## src/include/pecint_defines.vh

```
`ifndef PECINT_DEFINES_VH
`define PECINT_DEFINES_VH

// ----------------------------------------
// Register byte addresses
// ----------------------------------------
`define PECINT_ADDR_RISE 8'h00
`define PECINT_ADDR_FALL 8'h04
`define PECINT_ADDR_FLAGS 8'h08
`define PECINT_ADDR_CTRL 8'h0C
`define PECINT_ADDR_IRQ_STAT 8'h10
`define PECINT_ADDR_IRQ_EN 8'h14
`define PECINT_ADDR_IRQ_CLR 8'h18

// ----------------------------------------
// Field positions and widths
// ----------------------------------------
`define PECINT_PINS 8
`define PECINT_CTRL_SUMMARY 0
`define PECINT_CTRL_MASTER 3
`define PECINT_IRQ_BITS 2
`define PECINT_EV_FLAG 0
`define PECINT_EV_WAKE 1

// ----------------------------------------
// Reset values and bus codes
// ----------------------------------------
`define PECINT_RESET8 8'h00
`define PECINT_RESET2 2'h0
`define PECINT_HTRANS_NONSEQ 2'h2
`define PECINT_HTRANS_SEQ 2'h3
`define PECINT_HSIZE_WORD 3'h2

`endif

```

## src/core/pecint_sync.v

```verilog
`timescale 1ns/1ps
`include "pecint_defines.vh"

module pecint_sync
(
	input wire hclk,
	input wire hresetn,
	input wire pin_in,
	output reg level_reg,
	output wire rise,
	output wire fall
);

reg s1_reg;
reg s2_reg;
reg s3_reg;

// ----------------------------------------
// Three stage sampler
// ----------------------------------------
// A change counts only once stages two and three agree, so the held level
// never follows a metastable first stage.
always @(posedge hclk or negedge hresetn)
begin
	if (!hresetn)
	begin
		s1_reg <= 1'b0;
		s2_reg <= 1'b0;
		s3_reg <= 1'b0;
		level_reg <= 1'b0;
	end
	else
	begin
		s1_reg <= pin_in;
		s2_reg <= s1_reg;
		s3_reg <= s2_reg;
		if (s2_reg == s3_reg)
		begin
			level_reg <= s3_reg;
		end
	end
end

assign rise = (s2_reg == s3_reg) && s3_reg && !level_reg;
assign fall = (s2_reg == s3_reg) && !s3_reg && level_reg;

endmodule

```

## src/core/pecint_core.v

```verilog
`timescale 1ns/1ps
`include "pecint_defines.vh"

// Summary of operation
// - Each pin has a rising-edge detector enabled by its rise_detect_enable bit.
// - Each pin has a falling-edge detector enabled by its fall_detect_enable bit.
// - With both enable bits set a pin reports edges of either polarity.
// - An enabled edge sets the pin's change flag, which stays set until cleared.
// - The change interrupt is raised only while the master enable is one.
// - The summary flag is the OR of all eight pin change flags.
// - Writing zero to a pin change flag clears it.
// - An enabled edge in the same cycle as a clearing write leaves the flag set.
// - In sleep an enabled edge that sets a flag wakes the device if the master enable is one.
// - Edges seen in sleep are already in the flag register when wake is signalled.
// - Both edge enable registers are eight read-write bits reset to zero.
// - The flag register is eight bits, reset to zero, set by hardware, read-write.
// - A zero flag means no enabled change since the last clear.
// - With the master enable at zero, detection and flags still work but change_irq stays low.
module pecint_core
(
	input wire hclk,
	input wire hresetn,
	input wire hsel,
	input wire [31:0] haddr,
	input wire [1:0] htrans,
	input wire hwrite,
	input wire [2:0] hsize,
	input wire [31:0] hwdata,
	input wire hready,
	output reg [31:0] hrdata,
	output wire hreadyout,
	output wire hresp,
	input wire [7:0] watched_port,
	input wire sleep_mode,
	output wire change_irq,
	output wire wake_request,
	output wire irq
);

reg [7:0] rise_detect_enable_reg;
reg [7:0] fall_detect_enable_reg;
reg [7:0] pin_change_flags_reg;
reg [7:0] pin_change_flags_next;
reg change_irq_master_enable_reg;
reg [1:0] irq_status_reg;
reg [1:0] irq_status_next;
reg [1:0] irq_enable_reg;
reg wr_pend_reg;
reg [7:0] wr_addr_reg;
reg [31:0] rdata_next;
wire [7:0] pin_rise;
wire [7:0] pin_fall;
wire [7:0] edge_hit;
wire change_summary_flag;
wire addr_ok;
wire [1:0] irq_event;
wire [7:0] rd_addr;

// ----------------------------------------
// Pin synchronisers
// ----------------------------------------
// The held level stays inside each sampler; only its edge strobes are used.
// per pin sampling
genvar gi;
generate
	for (gi = 0; gi < `PECINT_PINS; gi = gi + 1)
	begin : g_pin
		pecint_sync u_sync
		(
			.hclk(hclk),
			.hresetn(hresetn),
			.pin_in(watched_port[gi]),
			.level_reg(),
			.rise(pin_rise[gi]),
			.fall(pin_fall[gi])
		);
	end
endgenerate

// ----------------------------------------
// Edge qualification
// ----------------------------------------
// rise and fall enable gate
assign edge_hit = (pin_rise & rise_detect_enable_reg) |
	(pin_fall & fall_detect_enable_reg);

// ----------------------------------------
// Bus slave
// ----------------------------------------
// Every access completes with no wait state; writes land one cycle after
// their address phase, which is when hwdata is valid.
assign hreadyout = 1'b1;
assign hresp = 1'b0;
assign addr_ok = hsel && hready &&
	(htrans == `PECINT_HTRANS_NONSEQ || htrans == `PECINT_HTRANS_SEQ);
assign rd_addr = haddr[7:0];

function is_addr;
	input [7:0] a;
	input [7:0] b;
	begin
		is_addr = (a == b);
	end
endfunction

always @(posedge hclk or negedge hresetn)
begin
	if (!hresetn)
	begin
		wr_pend_reg <= 1'b0;
		wr_addr_reg <= `PECINT_RESET8;
	end
	else
	begin
		wr_pend_reg <= addr_ok && hwrite;
		wr_addr_reg <= haddr[7:0];
	end
end

// ----------------------------------------
// Control registers
// ----------------------------------------
always @(posedge hclk or negedge hresetn)
begin
	if (!hresetn)
	begin
		rise_detect_enable_reg <= `PECINT_RESET8;
		fall_detect_enable_reg <= `PECINT_RESET8;
		change_irq_master_enable_reg <= 1'b0;
		irq_enable_reg <= `PECINT_RESET2;
	end
	else if (wr_pend_reg)
	begin
		if (is_addr(wr_addr_reg, `PECINT_ADDR_RISE))
		begin
			rise_detect_enable_reg <= hwdata[7:0];
		end
		else if (is_addr(wr_addr_reg, `PECINT_ADDR_FALL))
		begin
			fall_detect_enable_reg <= hwdata[7:0];
		end
		else if (is_addr(wr_addr_reg, `PECINT_ADDR_CTRL))
		begin
			change_irq_master_enable_reg <= hwdata[`PECINT_CTRL_MASTER];
		end
		else if (is_addr(wr_addr_reg, `PECINT_ADDR_IRQ_EN))
		begin
			irq_enable_reg <= hwdata[`PECINT_IRQ_BITS-1:0];
		end
	end
end

// ----------------------------------------
// Change flags
// ----------------------------------------
always @*
begin
	pin_change_flags_next = pin_change_flags_reg;
	if (wr_pend_reg && is_addr(wr_addr_reg, `PECINT_ADDR_FLAGS))
	begin
		pin_change_flags_next = hwdata[7:0];
	end
	pin_change_flags_next = pin_change_flags_next | edge_hit;
end

// flags run on the free clock, so sleep edges are captured at once
always @(posedge hclk or negedge hresetn)
begin
	if (!hresetn)
	begin
		pin_change_flags_reg <= `PECINT_RESET8;
	end
	else
	begin
		pin_change_flags_reg <= pin_change_flags_next;
	end
end

assign change_summary_flag = |pin_change_flags_reg;

assign change_irq = change_summary_flag && change_irq_master_enable_reg;

assign wake_request = sleep_mode && change_irq;

// ----------------------------------------
// Sticky event status
// ----------------------------------------
assign irq_event[`PECINT_EV_FLAG] = |edge_hit;
assign irq_event[`PECINT_EV_WAKE] = sleep_mode && change_irq_master_enable_reg
	&& (|edge_hit);

always @*
begin
	irq_status_next = irq_status_reg;
	if (wr_pend_reg && is_addr(wr_addr_reg, `PECINT_ADDR_IRQ_CLR))
	begin
		irq_status_next = irq_status_reg & ~hwdata[`PECINT_IRQ_BITS-1:0];
	end
	// A new event in the clearing cycle is kept.
	irq_status_next = irq_status_next | irq_event;
end

always @(posedge hclk or negedge hresetn)
begin
	if (!hresetn)
	begin
		irq_status_reg <= `PECINT_RESET2;
	end
	else
	begin
		irq_status_reg <= irq_status_next;
	end
end

assign irq = |(irq_status_reg & irq_enable_reg);

// ----------------------------------------
// Read data
// ----------------------------------------
// Read data is registered at the address phase from the next-state flags,
// so it shows the flags as they stand during the data phase.
always @*
begin
	rdata_next = 32'h00000000;
	if (is_addr(rd_addr, `PECINT_ADDR_RISE))
	begin
		rdata_next[7:0] = rise_detect_enable_reg;
	end
	else if (is_addr(rd_addr, `PECINT_ADDR_FALL))
	begin
		rdata_next[7:0] = fall_detect_enable_reg;
	end
	else if (is_addr(rd_addr, `PECINT_ADDR_FLAGS))
	begin
		rdata_next[7:0] = pin_change_flags_next;
	end
	else if (is_addr(rd_addr, `PECINT_ADDR_CTRL))
	begin
		rdata_next[`PECINT_CTRL_MASTER] = change_irq_master_enable_reg;
		rdata_next[`PECINT_CTRL_SUMMARY] = |pin_change_flags_next;
	end
	else if (is_addr(rd_addr, `PECINT_ADDR_IRQ_STAT))
	begin
		rdata_next[`PECINT_IRQ_BITS-1:0] = irq_status_next;
	end
	else if (is_addr(rd_addr, `PECINT_ADDR_IRQ_EN))
	begin
		rdata_next[`PECINT_IRQ_BITS-1:0] = irq_enable_reg;
	end
end

always @(posedge hclk or negedge hresetn)
begin
	if (!hresetn)
	begin
		hrdata <= 32'h00000000;
	end
	else if (addr_ok && !hwrite)
	begin
		hrdata <= rdata_next;
	end
end

endmodule

```

## config.mk

```make
export PLATFORM = sky130hd
export DESIGN_NAME = pecint_core
export DESIGN_NICKNAME = d
export VERILOG_FILES = /design/src/core/pecint_sync.v /design/src/core/pecint_core.v
export VERILOG_INCLUDE_DIRS = /design/src /design/src/include
export SDC_FILE = /design/constraint.sdc
export NUM_CORES = 1
export LEC_CHECK = 0
export ABC_AREA = 1
export BUFFER_PORTS_ARGS = -buffer_cell sky130_fd_sc_hd__buf_2
export CORE_MARGIN = 2
export CORE_UTILIZATION = 41
export CTS_CLUSTER_DIAMETER = 30
export DETAILED_ROUTE_END_ITERATION = 7
export GPL_TIMING_DRIVEN = 1
export PLACE_DENSITY = 0.69
export REMOVE_ABC_BUFFERS = 1
export SLEW_MARGIN = 25
export SYNTH_ARGS = -nofsm -noshare
export SYNTH_HDL_FRONTEND = slang
export SYNTH_SLANG_ARGS = --single-unit
```

## constraint.sdc

```tcl
create_clock -name hclk -period 2.1 [get_ports hclk]
set_input_delay 0.105 -clock hclk [delete_from_list [all_inputs] [get_ports hclk]]
set_output_delay 0.105 -clock hclk [all_outputs]
set_load 0.01 [all_outputs]
```

==> metrics.txt, run 1 <==
# TYPE chip_impl_metric gauge
chip_impl_info{name="run_status",value="finished, final reports clean"} 1
chip_impl_metric{name="detail_route.wirelength",unit="um"} 7500
chip_impl_metric{name="grt_usage",unit="%"} 16.1
chip_impl_info{name="min_path_type",value="input pin to flop"} 1
chip_impl_metric{name="post_drt_via_cell_ratio",unit=""} 4.73
chip_impl_info{name="netlist_top_cells_count",value="82 x nand2_1, 78 x dfrtp_1, 72 x inv_1"} 1
chip_impl_metric{name="grt-ovfl-total",unit=""} 0
chip_impl_metric{name="via_count_of_the_first_global_routing_pass",unit=""} 2719
chip_impl_metric{name="clock-sinks",unit=""} 78
chip_impl_metric{name="total_negative_setup_slack",unit="ns"} 0
chip_impl_info{name="critPathKind",value="flop to flop"} 1
chip_impl_metric{name="place_congestion",unit=""} 0.862
chip_impl_metric{name="power.share.combinational",unit="%"} 10.5
chip_impl_metric{name="finalSetupViolations",unit=""} 0
chip_impl_info{name="ys_top_cells_by_area",value="dfrtp_1 52%, nand2_1 8.3%, inv_1 7.2%"} 1
chip_impl_metric{name="syn-cell-area",unit="um^2"} 3730
chip_impl_metric{name="synth_edf_count",unit=""} 0
chip_impl_metric{name="route.vias.total",unit=""} 2827
chip_impl_metric{name="post_layout_nonfiller_instances",unit=""} 598
chip_impl_metric{name="drt-wirelength-per-cell",unit="um"} 12.5
chip_impl_metric{name="power.static_leakage",unit="nW"} 2.34
chip_impl_metric{name="achievable-frequency",unit="MHz"} 551
chip_impl_metric{name="io_buffers",unit=""} 41
chip_impl_metric{name="overall_power_consumption",unit="mW"} 3.03
chip_impl_metric{name="die_height",unit="um"} 99.4
chip_impl_metric{name="cts_setup_buffers",unit=""} 0
chip_impl_metric{name="drc",unit=""} 0
chip_impl_metric{name="global_route_wire_length_before_repair",unit="um"} 12400
chip_impl_metric{name="power.density_cell_area",unit="nW/um^2"} 693
chip_impl_metric{name="synth.ff_latch_count",unit=""} 78
chip_impl_metric{name="path_max_fanout",unit=""} 3
chip_impl_metric{name="yosys.area.top_type_share",unit="%"} 52.3
chip_impl_metric{name="largest_net_degree_at_the_start_of_global_routing",unit=""} 51
chip_impl_info{name="cts.root.buffer_cell",value="clkbuf_8"} 1
chip_impl_metric{name="ctsLongestPathBuffers",unit=""} 2
chip_impl_info{name="critical_path.startpoint_type",value="flop"} 1
chip_impl_info{name="synth_flop_cell",value="dfrtp_1"} 1
chip_impl_metric{name="grt_antenna_before_repair",unit=""} 0
chip_impl_metric{name="syn-mean-instance-area",unit="um^2"} 8.99
chip_impl_metric{name="preCtsSetupSlack",unit="ns"} 0.295
chip_impl_info{name="min_from",value="hready"} 1
chip_impl_metric{name="vdd_ir_drop_max",unit="V"} 0.000495
chip_impl_info{name="cts_tree",value="yes"} 1
chip_impl_metric{name="clkLatencyLatePin",unit="ns"} 0.35
chip_impl_metric{name="die_w",unit="um"} 99.4
chip_impl_metric{name="dp.cells",unit=""} 565
chip_impl_metric{name="fin_crit_sh",unit="%"} 86.5
chip_impl_metric{name="initial_core_util",unit="%"} 42.6
chip_impl_metric{name="reg2regPathDepth",unit=""} 12
chip_impl_metric{name="yosysWarnings",unit=""} 0
chip_impl_metric{name="finalHoldViolCount",unit=""} 0
chip_impl_metric{name="p_sw",unit="mW"} 0.759
chip_impl_metric{name="timing.hold.worst_path_depth",unit=""} 3
chip_impl_metric{name="synth_cells",unit=""} 415
chip_impl_metric{name="maxCapViolCount",unit=""} 0
chip_impl_metric{name="period_needed",unit="ns"} 1.82
chip_impl_metric{name="layout-drive-gt1-share",unit="%"} 16.7
chip_impl_info{name="r2r_end",value="hrdata[0]"} 1
chip_impl_metric{name="layout_setup_ws",unit="ns"} 0.284
chip_impl_metric{name="worstPathArrival",unit="ns"} 2.06
chip_impl_metric{name="design.die.area",unit="um^2"} 9880
chip_impl_metric{name="detailedRoute.firstIterationViolations",unit=""} 71
chip_impl_info{name="rsz_0062_raised_after_global_routing",value="false"} 1
chip_impl_metric{name="clkSlewWorstSetupHoldPaths",unit="ns"} 0.07
chip_impl_metric{name="layout.nets",unit=""} 585
chip_impl_info{name="netlist.top_cell.by_area",value="dfrtp_1"} 1
chip_impl_metric{name="area_growth_syn_to_layout",unit="%"} 17.5
chip_impl_info{name="worstSetupEndpointType",value="flop"} 1
chip_impl_metric{name="final.setup_skew",unit="ns"} 0.00537
chip_impl_metric{name="cts_max_level",unit=""} 3
chip_impl_metric{name="power_frac_seq",unit="%"} 53.8
chip_impl_metric{name="synth_seq_area_share",unit="%"} 52.3
chip_impl_info{name="rr_startpoint",value="g_pin[1].u_sync.s2_reg"} 1
chip_impl_metric{name="drtPass1Iterations",unit=""} 4
chip_impl_info{name="post-synth-top-count-cell",value="nand2_1"} 1
chip_impl_metric{name="cts-buffers-inserted",unit=""} 9
chip_impl_metric{name="core_area",unit="um^2"} 8760
chip_impl_metric{name="p_sw_share",unit="%"} 25.0
chip_impl_metric{name="synth.lib_cells_used.distinct",unit=""} 30
chip_impl_metric{name="synthArstFlopShare",unit="%"} 100
chip_impl_metric{name="insertedDiodeCount",unit=""} 0
chip_impl_metric{name="floorplan.io_pins",unit=""} 120
chip_impl_metric{name="resized_cells_post_cts",unit=""} 0
chip_impl_metric{name="clkPwrFrac",unit="%"} 35.7
chip_impl_metric{name="rows",unit=""} 34
chip_impl_metric{name="fillCellCount",unit=""} 827
chip_impl_metric{name="worst_ep_required_time",unit="ns"} 2.34
chip_impl_info{name="worst_hold_path.endpoint",value="wr_pend_reg"} 1
chip_impl_metric{name="antenna_left",unit=""} 0
chip_impl_metric{name="power.internal",unit="mW"} 2.28
chip_impl_metric{name="timing.reg2reg.setup_slack",unit="ns"} 0.28
chip_impl_metric{name="post-dp-hpwl",unit="um"} 5560
chip_impl_metric{name="timing.final.max_slew_violations",unit=""} 0
how the worst max path moves through the flow:
stage / startpoint / cells after the start / to
after floorplan: wr_addr_reg[5] / 12 / hrdata[0]
after global placement: wr_addr_reg[5] / 12 / hrdata[0]
after detailed placement: g_pin[1].u_sync.s2_reg / 12 / hrdata[0]
after CTS: g_pin[1].u_sync.s2_reg / 12 / hrdata[0]
after global routing: g_pin[1].u_sync.s2_reg / 12 / hrdata[0]
final: g_pin[1].u_sync.s2_reg / 12 / hrdata[0]
per-layer routing:
| metal | GRT usage (%) | up-vias | routed length (um) |
|---|---|---|---|
| li1 | - | 1388 | - |
| met1 | 21.0 | 1332 | 3380 |
| met2 | 25.6 | 93 | 3490 |
| met3 | 4.22 | 14 | 497 |
| met4 | 6.43 | 0 | 138 |
| met5 | 0 | - | 0 |
stage by stage:
step	util, %	hold slack [ns]	cell area, um^2
2_1_floorplan	-	-0.191	3610
6_report	50.0	0.0251	4380
3_3_place_gp	45.8	0.0559	4010
4_1_cts	50.0	0.000493	4380
5_1_grt	50.0	0.0317	4380
3_5_place_dp	45.8	0.0564	4010
critical path: stages, from the launching register on:
cell and delay, ns:
dfrtp_1 0.39, inv_1 0.06, ha_1 0.18, nand3_1 0.08, nand2_1 0.08, nor2_1 0.17, nand3_1 0.09, nor2_1 0.20
nand2_1 0.11, a21oi_2 0.13, nand4_1 0.11, nand2_1 0.08, nand2_1 0.05
final cells by class:
class	count	area (um^2)	share of cell area, %
multi-input cells	258	1380	31.6
inverters	74	278	6.34
clock buffers	10	138	3.14
flip-flops and latches	78	1950	44.5
well taps	108	135	3.08
clock inverters	5	50.0	1.14
repair buffers	65	445	10.2
power by group through the flow:
stage / sequential [mW] / clock (mW) / combinational (mW)
5_1_grt: 1.64 / 1.20 / 0.364
3_5_place_dp: 1.66 / 0 / 0.297
2_1_floorplan: 1.66 / 0 / 0.156
4_1_cts: 1.63 / 1.13 / 0.324
3_3_place_gp: 1.66 / 0 / 0.287
6_report: 1.63 / 1.08 / 0.320
layout by cell type (no fill, tap or decap), types with 2 or more instances in the layout:
master / count
nand2_1: 82
dfrtp_1: 78
inv_1: 72
buf_2: 40
o21ai_0: 32
conb_1: 26
nand3_1: 23
nor2_1: 23
dlygate4sd3_1: 18
ha_1: 16
a21oi_1: 11
clkbuf_8: 10
nor2_2: 7
nor3_1: 6
buf_4: 6
nand3b_1: 5
nand4_1: 5
a22oi_1: 5
clkinv_2: 4
nor2_4: 3
o21ai_1: 3
inv_2: 2
cells by family (layout without fill, tap and decap cells):
logic type | count (synthesis) | after routing | share of synthesized area, %
simple gates | 161 | 161 | 20.9
flops | 78 | 78 | 52.3
other cells | 2 | 26 | 0.201
compound gates | 55 | 55 | 8.19
buf+inv | 103 | 154 | 13.0
fa+ha+maj | 16 | 16 | 5.37
repair_timing:
item                                    in CTS  in global routing
hold buffers                                18                  0
endpoints found under the setup margin       0                  0
hold endpoints to repair                    45                  0
Note: power is estimated with default switching activity, not from simulation.
==> run 2, diff against run 1 <==
PLACE_DENSITY = 0.68   (was 0.69)
SYNTH_HIERARCHICAL = 1   (was unset)
==> metrics.txt, run 2 <==
# TYPE chip_impl_metric gauge
chip_impl_info{name="run_status",value="finished, final reports clean"} 1
chip_impl_metric{name="die_height",unit="um"} 102
chip_impl_metric{name="power.share.combinational",unit="%"} 10.8
chip_impl_metric{name="insertedDiodeCount",unit=""} 0
chip_impl_metric{name="use_met2",unit="%"} 27.7
chip_impl_metric{name="p_sw",unit="mW"} 0.790
chip_impl_metric{name="achievable-frequency",unit="MHz"} 542
chip_impl_info{name="critPathKind",value="flop to flop"} 1
chip_impl_metric{name="synth.lib_cells_used.distinct",unit=""} 28
chip_impl_info{name="cts.root.buffer_cell",value="clkbuf_8"} 1
chip_impl_metric{name="synth_cells",unit=""} 471
chip_impl_metric{name="clkSlewWorstSetupHoldPaths",unit="ns"} 0.08
chip_impl_info{name="min_path_type",value="input pin to flop"} 1
chip_impl_metric{name="syn-cell-area",unit="um^2"} 3910
chip_impl_metric{name="layout.area.seq",unit="um^2"} 1950
chip_impl_metric{name="area_growth_syn_to_layout",unit="%"} 17.6
chip_impl_metric{name="synth-compound-area-share",unit="%"} 7.30
chip_impl_metric{name="antenna_left",unit=""} 0
chip_impl_metric{name="clkPwrFrac",unit="%"} 38.7
chip_impl_metric{name="power.internal",unit="mW"} 2.44
chip_impl_metric{name="ctsLongestPathBuffers",unit=""} 2
chip_impl_info{name="layout_common_cells",value="108 x inv_1, 103 x nand2_1, 78 x dfrtp_1, 40 x buf_2, 37 x nor2_1"} 1
chip_impl_metric{name="design.die.area",unit="um^2"} 10300
chip_impl_metric{name="post_layout_nonfiller_instances",unit=""} 673
chip_impl_metric{name="power_frac_seq",unit="%"} 50.6
chip_impl_metric{name="initial_core_util",unit="%"} 42.3
chip_impl_metric{name="post_synth_mux_area_share",unit="%"} 0
chip_impl_metric{name="grt_antenna_before_repair",unit=""} 0
chip_impl_info{name="worstSetupEndpointType",value="flop"} 1
chip_impl_metric{name="synth_edf_count",unit=""} 0
chip_impl_metric{name="cts_max_level",unit=""} 3
chip_impl_metric{name="detailedRoute.firstIterationViolations",unit=""} 162
chip_impl_metric{name="slew-limit-headroom",unit="%"} 58.2
chip_impl_metric{name="place_congestion",unit=""} 0.838
chip_impl_metric{name="synth_adder_area_share",unit="%"} 5.12
chip_impl_metric{name="drtPass1Iterations",unit=""} 4
chip_impl_metric{name="p_sw_share",unit="%"} 24.4
chip_impl_metric{name="clock-sinks",unit=""} 78
chip_impl_metric{name="grt-ovfl-total",unit=""} 0
chip_impl_metric{name="tightestPinTransition",unit="ns"} 0.621
chip_impl_metric{name="timing.final.max_slew_violations",unit=""} 0
chip_impl_metric{name="final.setup_skew",unit="ns"} 0.00858
chip_impl_metric{name="drt-wirelength-per-cell",unit="um"} 11.7
chip_impl_info{name="netlist_top_cells_count",value="108 x inv_1, 103 x nand2_1, 78 x dfrtp_1"} 1
chip_impl_metric{name="dp.cells",unit=""} 640
chip_impl_metric{name="yosysWarnings",unit=""} 6
chip_impl_metric{name="layout-drive-gt1-share",unit="%"} 14.9
chip_impl_info{name="rsz_0062_raised_after_global_routing",value="false"} 1
chip_impl_metric{name="grt_use_met1",unit="%"} 21.0
chip_impl_metric{name="power.density_cell_area",unit="nW/um^2"} 703
chip_impl_metric{name="fillCellCount",unit=""} 860
chip_impl_metric{name="finalSetupViolations",unit=""} 0
chip_impl_metric{name="syn-mean-instance-area",unit="um^2"} 8.30
chip_impl_metric{name="synthArstFlopShare",unit="%"} 100
chip_impl_info{name="cts_tree",value="yes"} 1
chip_impl_metric{name="path_max_fanout",unit=""} 3
chip_impl_metric{name="detail_route.wirelength",unit="um"} 7910
chip_impl_metric{name="worstPathArrival",unit="ns"} 2.09
chip_impl_metric{name="core_area",unit="um^2"} 9240
chip_impl_info{name="critical_path.startpoint_type",value="flop"} 1
chip_impl_metric{name="post_synth_and_or_nand_nor_area_fraction",unit="%"} 21.2
chip_impl_metric{name="total_negative_setup_slack",unit="ns"} 0
chip_impl_info{name="synth_flop_cell",value="dfrtp_1"} 1
chip_impl_metric{name="groute.layer.met3.usage",unit="%"} 2.35
chip_impl_metric{name="io_buffers",unit=""} 41
chip_impl_metric{name="largest_net_degree_at_the_start_of_global_routing",unit=""} 41
chip_impl_metric{name="route.vias.total",unit=""} 2993
chip_impl_metric{name="finalHoldViolCount",unit=""} 0
chip_impl_metric{name="yosys.area.top_type_share",unit="%"} 50.0
chip_impl_metric{name="post_drt_via_cell_ratio",unit=""} 4.45
chip_impl_info{name="post-synth-top-count-cell",value="inv_1"} 1
chip_impl_metric{name="global_route_wire_length_before_repair",unit="um"} 13100
chip_impl_info{name="netlist.top_cell.by_area",value="dfrtp_1"} 1
chip_impl_metric{name="power.static_leakage",unit="nW"} 2.55
chip_impl_metric{name="synthXorXnorAreaFrac",unit="%"} 0
chip_impl_metric{name="fin_crit_sh",unit="%"} 87.9
chip_impl_metric{name="vdd_ir_drop_max",unit="V"} 0.000434
chip_impl_info{name="grt-busiest-layer",value="met2"} 1
chip_impl_metric{name="rows",unit=""} 35
chip_impl_metric{name="period_needed",unit="ns"} 1.85
chip_impl_metric{name="die_w",unit="um"} 102
chip_impl_metric{name="cts-buffers-inserted",unit=""} 9
chip_impl_metric{name="drc",unit=""} 0
chip_impl_metric{name="layout.nets",unit=""} 639
chip_impl_metric{name="synth.ff_latch_count",unit=""} 78
chip_impl_metric{name="via_count_of_the_first_global_routing_pass",unit=""} 2931
chip_impl_metric{name="multi_input_comb_area",unit="um^2"} 1420
chip_impl_metric{name="post-dp-hpwl",unit="um"} 5650
chip_impl_metric{name="worst_ep_required_time",unit="ns"} 2.34
chip_impl_info{name="layout.cells.most_common",value="inv_1"} 1
chip_impl_metric{name="clkLatencyLatePin",unit="ns"} 0.35
chip_impl_metric{name="maxCapViolCount",unit=""} 0
chip_impl_metric{name="grt_usage",unit="%"} 16.4
chip_impl_info{name="synth_top_family_by_area",value="simple AND/OR/NAND/NOR gates"} 1
chip_impl_metric{name="floorplan.io_pins",unit=""} 120
chip_impl_info{name="ys_top_cells_by_area",value="dfrtp_1 50%, inv_1 10%, nand2_1 9.9%"} 1
chip_impl_metric{name="synth_seq_area_share",unit="%"} 50.0
-- run 2: layer usage --
layer / wire length [um] / up-vias
li1: - / 1500
met1: 3600 / 1402
met5: 0 / -
met3: 357 / 13
met4: 139 / 0
met2: 3810 / 78
-- run 2: layout make-up --
| class | count | area share [%] |
|---|---|---|
| inverters | 111 | 9.06 |
| clock buffers | 11 | 3.29 |
| well taps | 129 | 3.51 |
| repair buffers | 63 | 9.36 |
| multi-input cells | 277 | 30.8 |
| flip-flops and latches | 78 | 42.5 |
| clock inverters | 4 | 1.52 |
-- run 2: critical path, cell delays in order (launching register included) --
cell	delay [ns]
dfrtp_1	0.38
inv_1	0.06
ha_1	0.19
nand2_1	0.07
inv_1	0.04
nand2_1	0.05
o21ai_1	0.08
nor2_1	0.14
nand3_1	0.12
nor2_2	0.15
or2_1	0.13
nand3_1	0.07
nand2_1	0.09
nand3_1	0.07
nand2_1	0.07
nand2_1	0.05
-- run 2: power groups by stage --
stage               logic (mW)  registers, mW  clock network, mW
global placement         0.309           1.66                  0
floorplan                0.178           1.66                  0
global route             0.403           1.65               1.34
CTS                      0.350           1.63               1.28
detailed placement       0.323           1.66                  0
finish                   0.348           1.63               1.25
-- run 2: path summary, 6_finish.rpt --
| check | end | depth (start not counted) | slack (ns) | startpoint |
|---|---|---|---|---|
| worst min register to register | g_pin[5].u_sync/s2_reg | 0 | 0.35 | g_pin[5].u_sync/s1_reg |
| worst max-delay path | hrdata[1] | 15 | 0.25 | g_pin[5].u_sync/s2_reg |
| min in group asynchronous | hrdata[7] | 2 | 0.27 | hresetn |
| worst min-delay path | wr_pend_reg | 3 | 0.01 | hready |
| worst max register to register | hrdata[1] | 15 | 0.25 | g_pin[5].u_sync/s2_reg |
| max in group asynchronous | g_pin[0].u_sync/s3_reg | 3 | 1.25 | hresetn |
-- run 2: logic make-up (layout without fill, tap and decap cells) --
| kind of cell | Yosys count | after routing |
|---|---|---|
| buffers and inverters | 140 | 189 |
| DFF | 78 | 78 |
| and+or+nand+nor | 182 | 182 |
| AOI/OAI and AO/OA | 53 | 53 |
| other | 2 | 26 |
| adders and majority gates | 16 | 16 |
-- run 2: timing repair --
action / in CTS / in global routing
hold buffers: 18 / 0
setup buffers: 0 / 0
endpoints found under the setup margin: 0 / 1
resized for setup: 0 / 1
endpoints found under the hold margin: 55 / 0
-- run 2: metrics by stage --
stage | power [mW] | worst slack [ns] | hold slack, ns | instance area (um^2) | util, %
after floorplan | 1.84 | 0.580 | -0.191 | 3780 | -
after global placement | 1.97 | 0.278 | 0.111 | 4190 | 45.4
after detailed placement | 1.99 | 0.258 | 0.120 | 4190 | 45.4
after CTS | 3.26 | 0.249 | 0.000456 | 4590 | 49.7
after global routing | 3.39 | 0.00432 | 0.0342 | 4600 | 49.7
final | 3.23 | 0.255 | 0.0102 | 4600 | 49.7
